[src/shared/cgpc_pkg.sv]
// Purpose: constants for the comparator, gain amplifier and pwm cutoff registers
// Assumes: apb byte address is four times the register index
// Notes: all registers are 8 bits wide in the low byte of the word
package cgpc_pkg;
    localparam int ADDR_W = 24;
    localparam logic [21:0] IDX_PERIPH_EN = 22'h0F007A;
    localparam logic [21:0] IDX_CUTOFF_MODE = 22'h0F026C;
    localparam logic [21:0] IDX_CUTOFF_STATUS = 22'h0F026D;
    localparam logic [21:0] IDX_HIZ_START = 22'h0F026E;
    localparam logic [21:0] IDX_HIZ_CANCEL = 22'h0F026F;
    localparam logic [21:0] IDX_CMP_RUN = 22'h0F0340;
    localparam logic [21:0] IDX_CMP_OUT_CTRL = 22'h0F0342;
    localparam logic [21:0] IDX_REF_CTRL = 22'h0F0343;
    localparam logic [21:0] IDX_REF_SEL0 = 22'h0F0344;
    localparam logic [21:0] IDX_REF_SEL1 = 22'h0F0345;
    localparam logic [21:0] IDX_AMP_CTRL = 22'h0F0346;
    localparam logic [7:0] RESET_VAL = 8'h00;
    // writable bit masks; other bits are fixed zero
    localparam logic [7:0] MASK_PERIPH_EN = 8'h60;
    localparam logic [7:0] MASK_CUTOFF_MODE = 8'h02;
    localparam logic [7:0] MASK_CMP_RUN = 8'h11;
    localparam logic [7:0] MASK_CMP_OUT_CTRL = 8'h77;
    localparam logic [7:0] MASK_REF_CTRL = 8'h77;
    localparam logic [7:0] MASK_AMP_CTRL = 8'h83;
    localparam int BIT_ANALOG_CLK_EN = 5;
    localparam int BIT_CUTOFF_CLK_EN = 6;
    localparam int BIT_CUTOFF_MODE = 1;
    localparam int BIT_HIZ_STATE = 2;
    localparam int BIT_HIZ_TRIGGER = 0;
    localparam int BIT_AMP_EN = 7;
    // per comparator field base: comparator i at base + 4*i
    localparam int BIT_CMP_IRQ_EN = 0;
    localparam int BIT_CMP_OUT_EN = 1;
    localparam int BIT_CMP_OUT_POL = 2;
    localparam int BIT_REF_SUPPLY = 0;
    localparam int BIT_REF_GEN_EN = 1;
    localparam int BIT_CMP_IN_SEL = 2;
    localparam int BIT_CMP_RUN = 0;
    localparam int CMP_STRIDE = 4;
endpackage
[src/core/cgpc_regs.sv]
// Purpose: register bank for two comparators, gain amplifier and pwm cutoff
// Assumes: apb3 master, comparator results synchronous to core_clk
// Notes: pready comes one cycle after the first access cycle
`timescale 1ns/10ps
module cgpc_regs #(
    parameter int NUM_CMP = 2
) (
    input wire logic core_clk,
    input wire logic rst_b,
    input wire logic psel,
    input wire logic penable,
    input wire logic pwrite,
    input wire logic [cgpc_pkg::ADDR_W-1:0] paddr,
    input wire logic [31:0] pwdata,
    output logic [31:0] prdata,
    output logic pready,
    output logic pslverr,
    input wire logic [NUM_CMP-1:0] cmp_result,
    input wire logic pwm_period_tick,
    output logic [NUM_CMP-1:0] cmp_hiz_ctrl_out,
    output logic [NUM_CMP-1:0] cmp_irq_req,
    output logic pwm_hiz,
    output logic [NUM_CMP-1:0] cmp_run_enable,
    output logic [NUM_CMP-1:0] cmp_input_select,
    output logic [NUM_CMP-1:0] ref_gen_enable,
    output logic [NUM_CMP-1:0] ref_supply_select,
    output logic [7:0] ref_code0,
    output logic [7:0] ref_code1,
    output logic amp_enable,
    output logic [1:0] amp_gain
);
    typedef struct packed {
        logic [31:0] prdata;
        logic pready;
        logic pslverr;
        logic [7:0] periph_en;
        logic [7:0] cutoff_mode;
        logic [7:0] cmp_run;
        logic [7:0] cmp_out_ctrl;
        logic [7:0] ref_ctrl;
        logic [7:0] ref_sel0;
        logic [7:0] ref_sel1;
        logic [7:0] amp_ctrl;
        logic start_trig;
        logic cancel_pend;
        logic hiz;
        logic [NUM_CMP-1:0] level;
        logic [NUM_CMP-1:0] prev_level;
        logic [NUM_CMP-1:0] prev_irq_en;
        logic [NUM_CMP-1:0] irq;
    } cgpc_state_t;

    cgpc_state_t st_r;
    cgpc_state_t st_nxt;

    // register index decode, also used for the error answer
    function automatic logic mapped(input logic [21:0] idx);
        mapped = idx inside {cgpc_pkg::IDX_PERIPH_EN, cgpc_pkg::IDX_CUTOFF_MODE,
            cgpc_pkg::IDX_CUTOFF_STATUS, cgpc_pkg::IDX_HIZ_START,
            cgpc_pkg::IDX_HIZ_CANCEL, cgpc_pkg::IDX_CMP_RUN,
            cgpc_pkg::IDX_CMP_OUT_CTRL, cgpc_pkg::IDX_REF_CTRL,
            cgpc_pkg::IDX_REF_SEL0, cgpc_pkg::IDX_REF_SEL1, cgpc_pkg::IDX_AMP_CTRL};
    endfunction

    // bit position of a per comparator field
    function automatic int cmp_bit(input int base, input int i);
        cmp_bit = base + i * cgpc_pkg::CMP_STRIDE;
    endfunction

    logic [21:0] idx;
    logic word_ok;
    logic analog_on;
    logic cutoff_on;
    logic [7:0] wbyte;
    logic [7:0] rbyte;
    logic [7:0] status;
    logic [NUM_CMP-1:0] raw_level;
    logic wr_now;

    assign idx = paddr[cgpc_pkg::ADDR_W-1:2];
    assign word_ok = (paddr[1:0] == 2'h0) && mapped(idx);
    assign analog_on = st_r.periph_en[cgpc_pkg::BIT_ANALOG_CLK_EN];
    assign cutoff_on = st_r.periph_en[cgpc_pkg::BIT_CUTOFF_CLK_EN];
    assign wbyte = pwdata[7:0];
    assign wr_now = psel && penable && st_r.pready && pwrite && word_ok && !st_r.pslverr;
    assign status = {5'h00, st_r.hiz, st_r.level[1], st_r.level[0]};

    // comparator output signal: result through polarity, gated by output enable
    generate
        for (genvar i = 0; i < NUM_CMP; i++) begin : g_lvl
            assign raw_level[i] = st_r.cmp_out_ctrl[cmp_bit(cgpc_pkg::BIT_CMP_OUT_EN, i)]
                && (cmp_result[i]
                ^ st_r.cmp_out_ctrl[cmp_bit(cgpc_pkg::BIT_CMP_OUT_POL, i)]);
        end
    endgenerate

    always_comb begin
        rbyte = 8'h00;
        case (idx)
            cgpc_pkg::IDX_PERIPH_EN: rbyte = st_r.periph_en;
            cgpc_pkg::IDX_CUTOFF_MODE:
                rbyte = cutoff_on ? st_r.cutoff_mode : cgpc_pkg::RESET_VAL;
            cgpc_pkg::IDX_CUTOFF_STATUS: rbyte = cutoff_on ? status : cgpc_pkg::RESET_VAL;
            cgpc_pkg::IDX_HIZ_START: rbyte = 8'h00;
            cgpc_pkg::IDX_HIZ_CANCEL: rbyte = 8'h00;
            cgpc_pkg::IDX_CMP_RUN: rbyte = st_r.cmp_run;
            cgpc_pkg::IDX_CMP_OUT_CTRL: rbyte = st_r.cmp_out_ctrl;
            cgpc_pkg::IDX_REF_CTRL: rbyte = st_r.ref_ctrl;
            cgpc_pkg::IDX_REF_SEL0: rbyte = st_r.ref_sel0;
            cgpc_pkg::IDX_REF_SEL1: rbyte = st_r.ref_sel1;
            cgpc_pkg::IDX_AMP_CTRL: rbyte = st_r.amp_ctrl;
            default: rbyte = 8'h00;
        endcase
    end

    always_comb begin
        st_nxt = st_r;
        st_nxt.irq = '0;
        // apb: answer one cycle after the first access cycle
        if (psel && penable && !st_r.pready) begin
            st_nxt.pready = 1'b1;
            st_nxt.pslverr = !word_ok || (pwrite && idx == cgpc_pkg::IDX_CUTOFF_STATUS);
            st_nxt.prdata = (pwrite || !word_ok) ? 32'h0000_0000 : {24'h000000, rbyte};
        end else begin
            st_nxt.pready = 1'b0;
            st_nxt.pslverr = 1'b0;
        end
        if (wr_now) begin
            case (idx)
                cgpc_pkg::IDX_PERIPH_EN:
                    st_nxt.periph_en = wbyte & cgpc_pkg::MASK_PERIPH_EN;
                cgpc_pkg::IDX_CUTOFF_MODE: begin
                    if (cutoff_on) begin
                        st_nxt.cutoff_mode = wbyte & cgpc_pkg::MASK_CUTOFF_MODE;
                    end
                end
                cgpc_pkg::IDX_HIZ_START: begin
                    if (cutoff_on && wbyte[cgpc_pkg::BIT_HIZ_TRIGGER]) begin
                        st_nxt.start_trig = 1'b1;
                    end
                end
                cgpc_pkg::IDX_HIZ_CANCEL: begin
                    if (cutoff_on && wbyte[cgpc_pkg::BIT_HIZ_TRIGGER]
                        && !st_r.cutoff_mode[cgpc_pkg::BIT_CUTOFF_MODE]
                        && st_r.level == '0 && st_r.hiz) begin
                        st_nxt.cancel_pend = 1'b1;
                    end
                end
                cgpc_pkg::IDX_CMP_RUN: begin
                    if (analog_on) begin
                        st_nxt.cmp_run = wbyte & cgpc_pkg::MASK_CMP_RUN;
                    end
                end
                cgpc_pkg::IDX_CMP_OUT_CTRL: begin
                    if (analog_on) begin
                        st_nxt.cmp_out_ctrl = wbyte & cgpc_pkg::MASK_CMP_OUT_CTRL;
                    end
                end
                cgpc_pkg::IDX_REF_CTRL: begin
                    if (analog_on) begin
                        st_nxt.ref_ctrl = wbyte & cgpc_pkg::MASK_REF_CTRL;
                    end
                end
                cgpc_pkg::IDX_REF_SEL0: begin
                    if (analog_on) begin
                        st_nxt.ref_sel0 = wbyte;
                    end
                end
                cgpc_pkg::IDX_REF_SEL1: begin
                    if (analog_on) begin
                        st_nxt.ref_sel1 = wbyte;
                    end
                end
                cgpc_pkg::IDX_AMP_CTRL: begin
                    if (analog_on) begin
                        st_nxt.amp_ctrl = wbyte & cgpc_pkg::MASK_AMP_CTRL;
                    end
                end
                default: begin
                end
            endcase
        end
        // comparator levels and interrupt requests
        st_nxt.level = raw_level;
        st_nxt.prev_level = st_r.level;
        for (int i = 0; i < NUM_CMP; i++) begin
            st_nxt.prev_irq_en[i] = st_r.cmp_out_ctrl[cmp_bit(cgpc_pkg::BIT_CMP_IRQ_EN, i)];
            if (st_nxt.prev_irq_en[i]) begin
                // enable rise with level high reads as an edge, the request clears itself after one cycle
                st_nxt.irq[i] = (st_r.level[i] != st_r.prev_level[i])
                    || (!st_r.prev_irq_en[i] && st_r.level[i]);
            end
        end
        // hiz control: one flag drives pwm_hiz and the status hiz bit together
        if (st_r.hiz) begin
            // retire only a trigger already seen; a fresh write survives a cancel
            if (st_r.start_trig) begin
                st_nxt.start_trig = 1'b0;
            end
            if (st_r.cancel_pend && pwm_period_tick) begin
                st_nxt.hiz = 1'b0;
                st_nxt.cancel_pend = 1'b0;
            end
        end else begin
            st_nxt.cancel_pend = 1'b0;
            if (st_r.start_trig) begin
                st_nxt.hiz = 1'b1;
            end else if (st_r.cutoff_mode[cgpc_pkg::BIT_CUTOFF_MODE]) begin
                // induced current mode: either comparator forces cutoff
                st_nxt.hiz = |st_r.level;
            end else begin
                // two-stage mode: hard stop only when both stages trip
                st_nxt.hiz = &st_r.level;
            end
        end
        // a stopped clock holds the unit in reset; its registers fall back to zero
        if (!analog_on) begin
            st_nxt.cmp_run = cgpc_pkg::RESET_VAL;
            st_nxt.cmp_out_ctrl = cgpc_pkg::RESET_VAL;
            st_nxt.ref_ctrl = cgpc_pkg::RESET_VAL;
            st_nxt.ref_sel0 = cgpc_pkg::RESET_VAL;
            st_nxt.ref_sel1 = cgpc_pkg::RESET_VAL;
            st_nxt.amp_ctrl = cgpc_pkg::RESET_VAL;
            st_nxt.irq = '0;
        end
        if (!cutoff_on) begin
            st_nxt.cutoff_mode = cgpc_pkg::RESET_VAL;
            st_nxt.start_trig = 1'b0;
            st_nxt.cancel_pend = 1'b0;
            st_nxt.hiz = 1'b0;
        end
    end

    always_ff @(posedge core_clk or negedge rst_b) begin
        if (!rst_b) begin
            st_r <= '0;
        end else begin
            st_r <= st_nxt;
        end
    end

    assign prdata = st_r.prdata;
    assign pready = st_r.pready;
    assign pslverr = st_r.pslverr;
    assign cmp_hiz_ctrl_out = st_r.level;
    assign cmp_irq_req = st_r.irq;
    assign pwm_hiz = st_r.hiz;
    assign amp_enable = st_r.amp_ctrl[cgpc_pkg::BIT_AMP_EN];
    assign amp_gain = st_r.amp_ctrl[1:0];
    assign ref_code0 = st_r.ref_sel0;
    assign ref_code1 = st_r.ref_sel1;
    generate
        for (genvar i = 0; i < NUM_CMP; i++) begin : g_out
            assign cmp_run_enable[i] = st_r.cmp_run[cmp_bit(cgpc_pkg::BIT_CMP_RUN, i)];
            assign cmp_input_select[i] = st_r.ref_ctrl[cmp_bit(cgpc_pkg::BIT_CMP_IN_SEL, i)];
            assign ref_gen_enable[i] = st_r.ref_ctrl[cmp_bit(cgpc_pkg::BIT_REF_GEN_EN, i)];
            assign ref_supply_select[i] = st_r.ref_ctrl[cmp_bit(cgpc_pkg::BIT_REF_SUPPLY, i)];
        end
    endgenerate
endmodule

[config.mk]
export PLATFORM = sky130hd
export DESIGN_NAME = cgpc_regs
export DESIGN_NICKNAME = d
export VERILOG_FILES = /design/src/shared/cgpc_pkg.sv /design/src/core/cgpc_regs.sv
export SDC_FILE = /design/constraint.sdc
export NUM_CORES = 1
export LEC_CHECK = 0
export BUFFER_PORTS_ARGS = -buffer_cell sky130_fd_sc_hd__clkbuf_2
export CORE_UTILIZATION = 40
export CTS_BUF_LIST = sky130_fd_sc_hd__clkbuf_4 sky130_fd_sc_hd__clkbuf_8
export DETAILED_ROUTE_END_ITERATION = 8
export SLEW_MARGIN = 20
export SYNTH_ARGS = -nofsm -noshare
export SYNTH_HDL_FRONTEND = slang
export SYNTH_SLANG_ARGS = --single-unit
[constraint.sdc]
create_clock -name core_clk -period 4.6 [get_ports core_clk]
set_input_delay 0.46 -clock core_clk [delete_from_list [all_inputs] [get_ports core_clk]]
set_output_delay 0.46 -clock core_clk [all_outputs]
set_load 0.005 [all_outputs]
# Word level (Yosys, flattened, before mapping)
# Index checks and enable logic that the tools add are counted.
[op_classes]
bitwise_logic = 2
n_reduce_logical = 41
n_eq_ne = 25
n_mux = 36
[op_table]
columns = ["cell", "count"]
rows = [
  ["22-bit by 20-bit == test with 1-bit output, second input constant", 11],
  ["8-bit 2-to-1 mux", 17],
  ["8-bit case mux with 9 select lines", 1],
  ["58-bit 2-to-1 mux", 1],
  ["48-bit 2-to-1 mux", 1],
  ["2-bit by 1-bit != test with 1-bit output, second input constant", 9],
  ["2-bit AND reduction", 9],
  ["1-bit logical AND", 17],
  ["4-bit by 2-bit != test with 1-bit output, second input constant", 3],
  ["11-bit nonzero test", 1],
  ["1-bit 2-to-1 mux", 10],
  ["2-bit 2-to-1 mux", 4],
  ["1-bit logical NOT", 6],
  ["3-bit 2-to-1 mux", 2],
  ["2-bit logical NOT", 2],
  ["1-bit logical OR", 4],
  ["3-bit AND reduction", 1],
  ["1-bit != test", 2],
  ["2-bit OR reduction", 1],
  ["1-bit bitwise XOR", 2],
]
[totals]
output_inout_bits = 66
inputBits = 64
reg_bits = 103

# Depth between registers and ports, before layout
# Gate-level depths: netlist of run 1.
[logic_depth]
depth_word = 10
ltp_mapped = 8

# Worst setup path after synthesis of run 1
# Ideal clock, no wire load.
[synth_path]
path_kind = "input to register"
from = "in paddr[1] (netlist bit)"
to = "reg st_r[13] (netlist bit)"
arrival_time_ns = 1.981
cell_stages = 5
slack_ns = 2.500
setup_ns = 0.120
path_cell_list = "or2_1 > or4_4 > or4b_1 > buf_2 > and3_1"
[synth_between]
elab_chain_len = 6
[synth_lines]
columns = ["item", "line", "text"]
rows = [
  ["start, declared", "cgpc_regs.sv:13", "input wire logic [cgpc_pkg::ADDR_W-1:0] paddr,"],
  ["2-bit logical NOT", "cgpc_regs.sv:81", "assign word_ok = (paddr[1:0] == 2'h0) && mapped(idx);"],
  ["1-bit logical AND", "cgpc_regs.sv:81", ""],
  ["1-bit logical AND (2 in series)", "cgpc_regs.sv:85", "assign wr_now = psel && penable && st_r.pready && pwrite && word_ok && !st_r.pslverr;"],
  ["2-bit by 1-bit != test with 1-bit output (no source line)", "n/a", ""],
  ["2-bit AND reduction (no source line)", "n/a", ""],
  ["end signal, assigned", "cgpc_regs.sv:238", "st_r <= st_nxt;"],
  ["end, declared", "cgpc_regs.sv:53", "cgpc_state_t st_r;"],
]
# No other way between the ends.
# A chain may end at the register's enable or synchronous reset.

# Worst setup path after layout of run 1
[layout_path]
from = "in paddr[3] (netlist bit)"
to = "reg st_r, in the netlist analog_on"
[layout_between]
elab_chain_len = 6
word_cells_on_any_way = 16
classes_between = "eq/ne (11); reduce/logical (5)"
[layout_lines]
columns = ["item", "line", "text"]
rows = [
  ["22-bit by 20-bit == test with 1-bit output, on equally long branches", "cgpc_regs.sv:58, cgpc_regs.sv:129", ""],
  ["11-bit nonzero test", "cgpc_regs.sv:58", "mapped = idx inside {cgpc_pkg::IDX_PERIPH_EN, cgpc_pkg::IDX_CUTOFF_MODE,"],
  ["1-bit logical AND", "cgpc_regs.sv:81", ""],
  ["1-bit logical AND (2 in series)", "cgpc_regs.sv:85", ""],
  ["2-bit AND reduction (no source line) *", "n/a", ""],
]
# Mark *: on every way between the ends. The rest lies on a longest branch, timed or not.

==> impl_metrics.tcl, run 1 <==
set metrics [dict create \
    place_area_um2 4628 \
    grt_max_degree 80 \
    hold_viol 0 \
    cp_max_fo 29 \
    drive_gt1_frac 0.2314 \
    critPathRequiredTime_ns 4.85 \
    synthArstFlopShare 1.000 \
    power.leakage_nw 2.119 \
    cts_buffers 9 \
    die_w_um 107.9 \
    finalSetupViolations 0 \
    wl_per_cell_um 18.44 \
    layout_commonest_cell "clkbuf_2" \
    drt_iter0_markers 266 \
    p_int_uw 932.4 \
    hold_buffers 0 \
    cts_tree "done" \
    yosysTopAreaCell "dfrtp_1" \
    clk_path_buf_depth 2 \
    cp_data_arrival_time_ns 2.50 \
    p_sw_uw 333.2 \
    wl_met1_um 5450 \
    fin_crit_ns 2.245 \
    start_util 0.4117 \
    seqCellArea_um2 1978 \
    setup_tns_ns 0 \
    grt_overflow 0 \
    worstSetupPathType "input pin to flip-flop" \
    start_kind "input pin" \
    grt_pass1_vias 3402 \
    nets 569 \
    clk_pin_slew_ns 0.09 \
    synthCells 471 \
    fin_crit_sh 0.4880 \
    power.density_nw_per_um2 262.9 \
    ys.flop_type "dfrtp_1" \
    multi_input_area_um2 2007 \
    die_h_um 107.9 \
    synth_top_cell_area_share 0.4410 \
    end_kind "flip-flop" \
    track_usage 0.2168 \
    cts-root-buf "clkbuf_8" \
    worst_pin_slew_ns 0.8500 \
    outcome "finished clean" \
    holdCritPathClass "input pin to asynchronous set/reset pin" \
    n_antenna_cell 0 \
    ctsHtreeMaxLevel 3 \
    rsz0062_at_grt "no" \
    hpwlAfterDp_um 8461 \
    seqPwrFrac 0.550 \
    drv_slew 0 \
    clock-skew-final_ns 0.01278 \
    dr_wl_met2_um 5640 \
    antenna_found_initial 0 \
    postLayoutCellArea_um2 4815 \
    ir_worst_vdd_v 0.0001654 \
    total_power_mw 1.266 \
    ios 130 \
    ys_ff_latch 79 \
    drt-total-wl_um 11980 \
    viasPerCell 5.568 \
    route.detailed.drc 0 \
    num_rows 38 \
    core_area_um2 10890 \
    clkLatencyLatePin_ns 0.36 \
    synth_area_per_cell_um2 9.518 \
    final_cell_mix "80 x clkbuf_2, 78 x dfrtp_1, 64 x nand2_1" \
    synth_area_leaders "dfrtp_1 44%, buf_4 10%, nand2_1 5.4%" \
    vias 3619 \
    dr_wl_met3_um 738 \
    synth_seq_area_share 0.4410 \
    clock_sink_count 79 \
    die-area_um2 11630 \
    swShare 0.2633 \
    grt_pass1_wl_um 18800 \
    gp_congestion 0.8796 \
    fillCellCount 1092 \
    slew_headroom 0.4334 \
    synth_cell_type_count 61 \
    ant_nets 0 \
    cap_violations 0 \
    finalCoreUtilization 0.4422 \
    combPwrFrac 0.067 \
    synth_edf_count 0 \
    firstDrtPassIters 5 \
    postCtsSetupRepairBufs 0 \
    synthesis.area_um2 4483 \
    area_growth_pct 7.396 \
    synth_warnings 0 \
    fmax_mhz 445.5 \
    cts_resized 0 \
    fin_cells 650 \
    pwr-share-clk 0.384 \
    placed_cells 634 \
    top_layer_used "met4" \
    port_buffers 81 \
]
[final timing paths]
path / start / endpoint / slack (ns) / cells past startpoint
setup / recovery: paddr[3] / analog_on / 2.36 / 5
hold / removal: rst_b / cmp_irq_req[0] / 0.14 / 1
min in group core_clk: pwm_period_tick / pwm_hiz / 0.32 / 2
setup reg to reg: pslverr / analog_on / 2.54 / 3
hold reg to reg: st_nxt[2] / st_r[2] / 0.46 / 0
max in group asynchronous: rst_b / analog_on / 3.92 / 1
[cell families (layout without fill, tap and decap cells)]
family          after synthesis  in the layout  synth area share
compound gates               79             79            0.1312
xor+xnor                      2              2          0.003908
fa+ha+maj                     1              1          0.002233
buf+inv                      91            107            0.1306
flops                        79             79            0.4410
mux                          15             15           0.03405
other cells                   1             24         0.0008365
simple gates                203            203            0.2562
[cells in the mapped netlist (3+ instances only)]
cell	n
and3_1	17
mux2i_1	13
and2_1	3
a32oi_1	3
and3b_1	3
nor3b_1	4
buf_4	62
a22oi_1	10
nor4_1	4
inv_1	4
nand3_1	31
nand4_1	9
a21boi_0	16
and4_1	5
buf_2	9
o21ai_0	11
dfrtp_1	79
a21boi_1	9
nor3_1	12
nand3b_1	6
a22o_1	3
nand2b_1	4
nor2_1	16
nand2_1	64
a21oi_1	6
a311oi_1	5
nand4b_1	3
nor4bb_1	3
clkbuf_1	16
[power groups by stage]
stage,logic [mW],clock network (mW),registers (mW)
3_5_place_dp,0.0839,0,0.709
5_1_grt,0.0942,0.531,0.696
4_1_cts,0.0840,0.494,0.695
6_report,0.0844,0.486,0.695
2_1_floorplan,0.0485,0,0.709
3_3_place_gp,0.0830,0,0.709
[registers in the layout, summed over array words and instances (netlist names)]
| register | flops |
|---|---|
| cmp_hiz_ctrl_out | 2 |
| pready | 1 |
| pslverr | 1 |
| cmp_run_enable | 2 |
| cutoff_on | 1 |
| ref_code1 | 8 |
| pwm_hiz | 1 |
| ref_gen_enable | 2 |
| ref_code0 | 8 |
| cmp_irq_req | 2 |
| amp_enable | 1 |
| prdata | 8 |
| st_nxt | 2 |
| st_r | 33 |
| analog_on | 1 |
| cmp_input_select | 2 |
| ref_supply_select | 2 |
| amp_gain | 2 |
[critical path, cell delays in order]
cell	delay (ns)
clkbuf_2	0.49
nor3b_1	0.32
nand4_1	0.18
nor3_1	0.62
mux2_2	0.40
[layer usage]
metal	track usage	up-vias
li1	-	1675
met1	0.3118	1791
met2	0.3265	140
met3	0.04964	13
met4	0.05675	0
met5	0	-
[final cells by class]
| type | instances | share of cell area |
|---|---|---|
| Timing Repair Buffer | 87 | 0.09485 |
| Clock buffer | 10 | 0.02859 |
| Inverter | 4 | 0.003119 |
| Clock inverter | 6 | 0.009356 |
| Tap cell | 140 | 0.03638 |
| Sequential cell | 79 | 0.4109 |
| Multi-Input combinational cell | 324 | 0.4168 |
[stage by stage]
stage | hold slack (ns) | setup slack [ns]
4_1_cts | 0.3154 | 2.413
2_1_floorplan | 0.1644 | 2.500
6_report | 0.1428 | 2.355
3_5_place_dp | 0.4409 | 2.023
3_3_place_gp | 0.4363 | 2.048
5_1_grt | 0.1974 | 2.267
(Power assumes the default switching activity.)
==> run 2: changes to the inputs <==
- clock period: 4.6 -> 2.2 ns (I/O delays scaled with it)
==> run 2 against run 1 <==
Non-clock buffer count grew 20. Critical endpoint is now st_r[14]. Highest routed layer unchanged. First-iteration DRC count shrank 11%. Clock skew down 0.0028 ns. Routed wire length up 2.7%. Count of clock-buffer cells in the layout rose by 1. Largest power group unchanged.
==> impl_metrics.tcl, run 2 (same netlist as run 1, synthesis figures left out) <==
set metrics [dict create \
    worstSetupPathType "flip-flop to flip-flop" \
    rsz0062_at_grt "no" \
    grt_pass1_wl_um 19230 \
    critical_path.cell_chain "or4_4 > or4b_1 > and3_1" \
    holdCritPathClass "input pin to flip-flop" \
    cts-root-buf "clkbuf_8" \
    clk_pin_slew_ns 0.08 \
    grt_max_degree 50 \
    grt_overflow 0 \
    area_growth_pct 12.08 \
    die_w_um 107.9 \
    drt-total-wl_um 12310 \
    die-area_um2 11630 \
    worst_hold_startpoint "pwm_period_tick" \
    finalSetupViolations 0 \
    track_usage 0.2224 \
    cp_max_fo 8 \
    cts_resized 0 \
    critPathRequiredTime_ns 2.44 \
    hold_viol 0 \
    start_util 0.4117 \
    drt_iter0_markers 237 \
    clkLatencyLatePin_ns 0.35 \
    port_buffers 81 \
    final_cell_mix "80 x clkbuf_2, 79 x dfrtp_1, 64 x nand2_1" \
    layout_commonest_cell "clkbuf_2" \
    route.detailed.drc 0 \
    gp_congestion 0.9460 \
    drive_gt1_frac 0.2566 \
    postCtsSetupRepairBufs 0 \
    grt_pass1_vias 3458 \
    nets 589 \
    clk_path_buf_depth 2 \
    power.density_nw_per_um2 567.9 \
    end_kind "flip-flop" \
    setup_tns_ns 0 \
    ir_worst_vdd_v 0.0002382 \
    fin_crit_sh 0.8988 \
    wl_per_cell_um 18.37 \
    cts_tree "done" \
    cp_data_arrival_time_ns 2.22 \
    largest_register "st_r" \
    cp_slowest_stage_delay_ns 0.64 \
    ios 130 \
    hpwlAfterDp_um 9024 \
    n_antenna_cell 0 \
    cap_violations 0 \
    clock-skew-final_ns 0.009983 \
    hold_buffers 1 \
    start_kind "flip-flop" \
    die_h_um 107.9 \
    worst_pin_slew_ns 0.5876 \
    cts_buffers 9 \
    slowest_stage "or4b_1" \
    antenna_found_initial 0 \
    cp-startpoint "pslverr" \
    slew_headroom 0.6059 \
    viasPerCell 5.488 \
    fmax_mhz 505.7 \
    ant_nets 0 \
    outcome "finished clean" \
    vias 3677 \
    firstDrtPassIters 5 \
    power.leakage_nw 2.251 \
    core_area_um2 10890 \
    drv_slew 0 \
    largest_reg_flops 33 \
    clock_sink_count 79 \
    postLayoutCellArea_um2 5025 \
    num_rows 38 \
    place_area_um2 4795 \
    r2r-start "pslverr" \
    fin_crit_ns 1.977 \
    ctsHtreeMaxLevel 3 \
]
[run 2: cell types whose count changed in the layout (fill, tap and decap cells not counted), sizes merged]
cell | before | now
bufinv | 0 | 2
clkinv | 2 | 1
clkbuf | 90 | 91
buf | 7 | 26
dlygate4sd3 | 0 | 1
clkinvlp | 3 | 1
[run 2: report_power, final]
part           internal (mW)  switching (mW)  total (mW)  leakage (nW)
Sequential              1.45         0.00139        1.45          1.06
Clock                  0.667           0.542        1.21         0.111
Combinational         0.0640           0.126       0.190          1.08
[run 2: worst max-delay path, delay by kind of cell (launching register included)]
kind	cells	cell delay, ns
simple gates	3	1.47
flops	1	0.40
[run 2: worst paths after layout]
path                                endpoint  slack (ns)  cells after the start
min in group asynchronous            pwm_hiz        0.35                      2
worst max register to register      st_r[14]        0.22                      3
worst min-delay path                 pwm_hiz        0.08                      2
max in group asynchronous       ref_code1[7]        1.26                      3
worst min register to register       st_r[2]        0.48                      0
worst max-delay path                st_r[14]        0.22                      3
[run 2: cell type report]
cell class	count	area (um2)
fill	1079	5863
multi-input combinational	324	2007
sequential	79	1977
timing repair buffer	107	630.6
tap	140	175.2
clock buffer	11	138.9
clock inverter	5	81.33
inverter	4	15.01
[run 2: layer usage]
metal  routed length (um)  GRT usage  vias up
met1                 5713     0.3241     1822
met4                  166    0.06164        0
met2                 5671     0.3375      123
li1                     -          -     1715
met5                    0          0        -
met3                  757    0.03874       17
[run 2: through the flow]
stage                     hold WS (ns)    util  total power, mW  setup WS, ns  cells
after floorplan               -0.07559       -            1.585        0.3396    494
after global placement          0.1930  0.4404            1.670        0.1081    653
after detailed placement        0.1974  0.4404            1.672       0.09773    653
after CTS                      0.06524  0.4615            2.880        0.2413    670
after global routing           0.08784  0.4615            2.960        0.1651    670
final                          0.07522  0.4615            2.854        0.2226    670
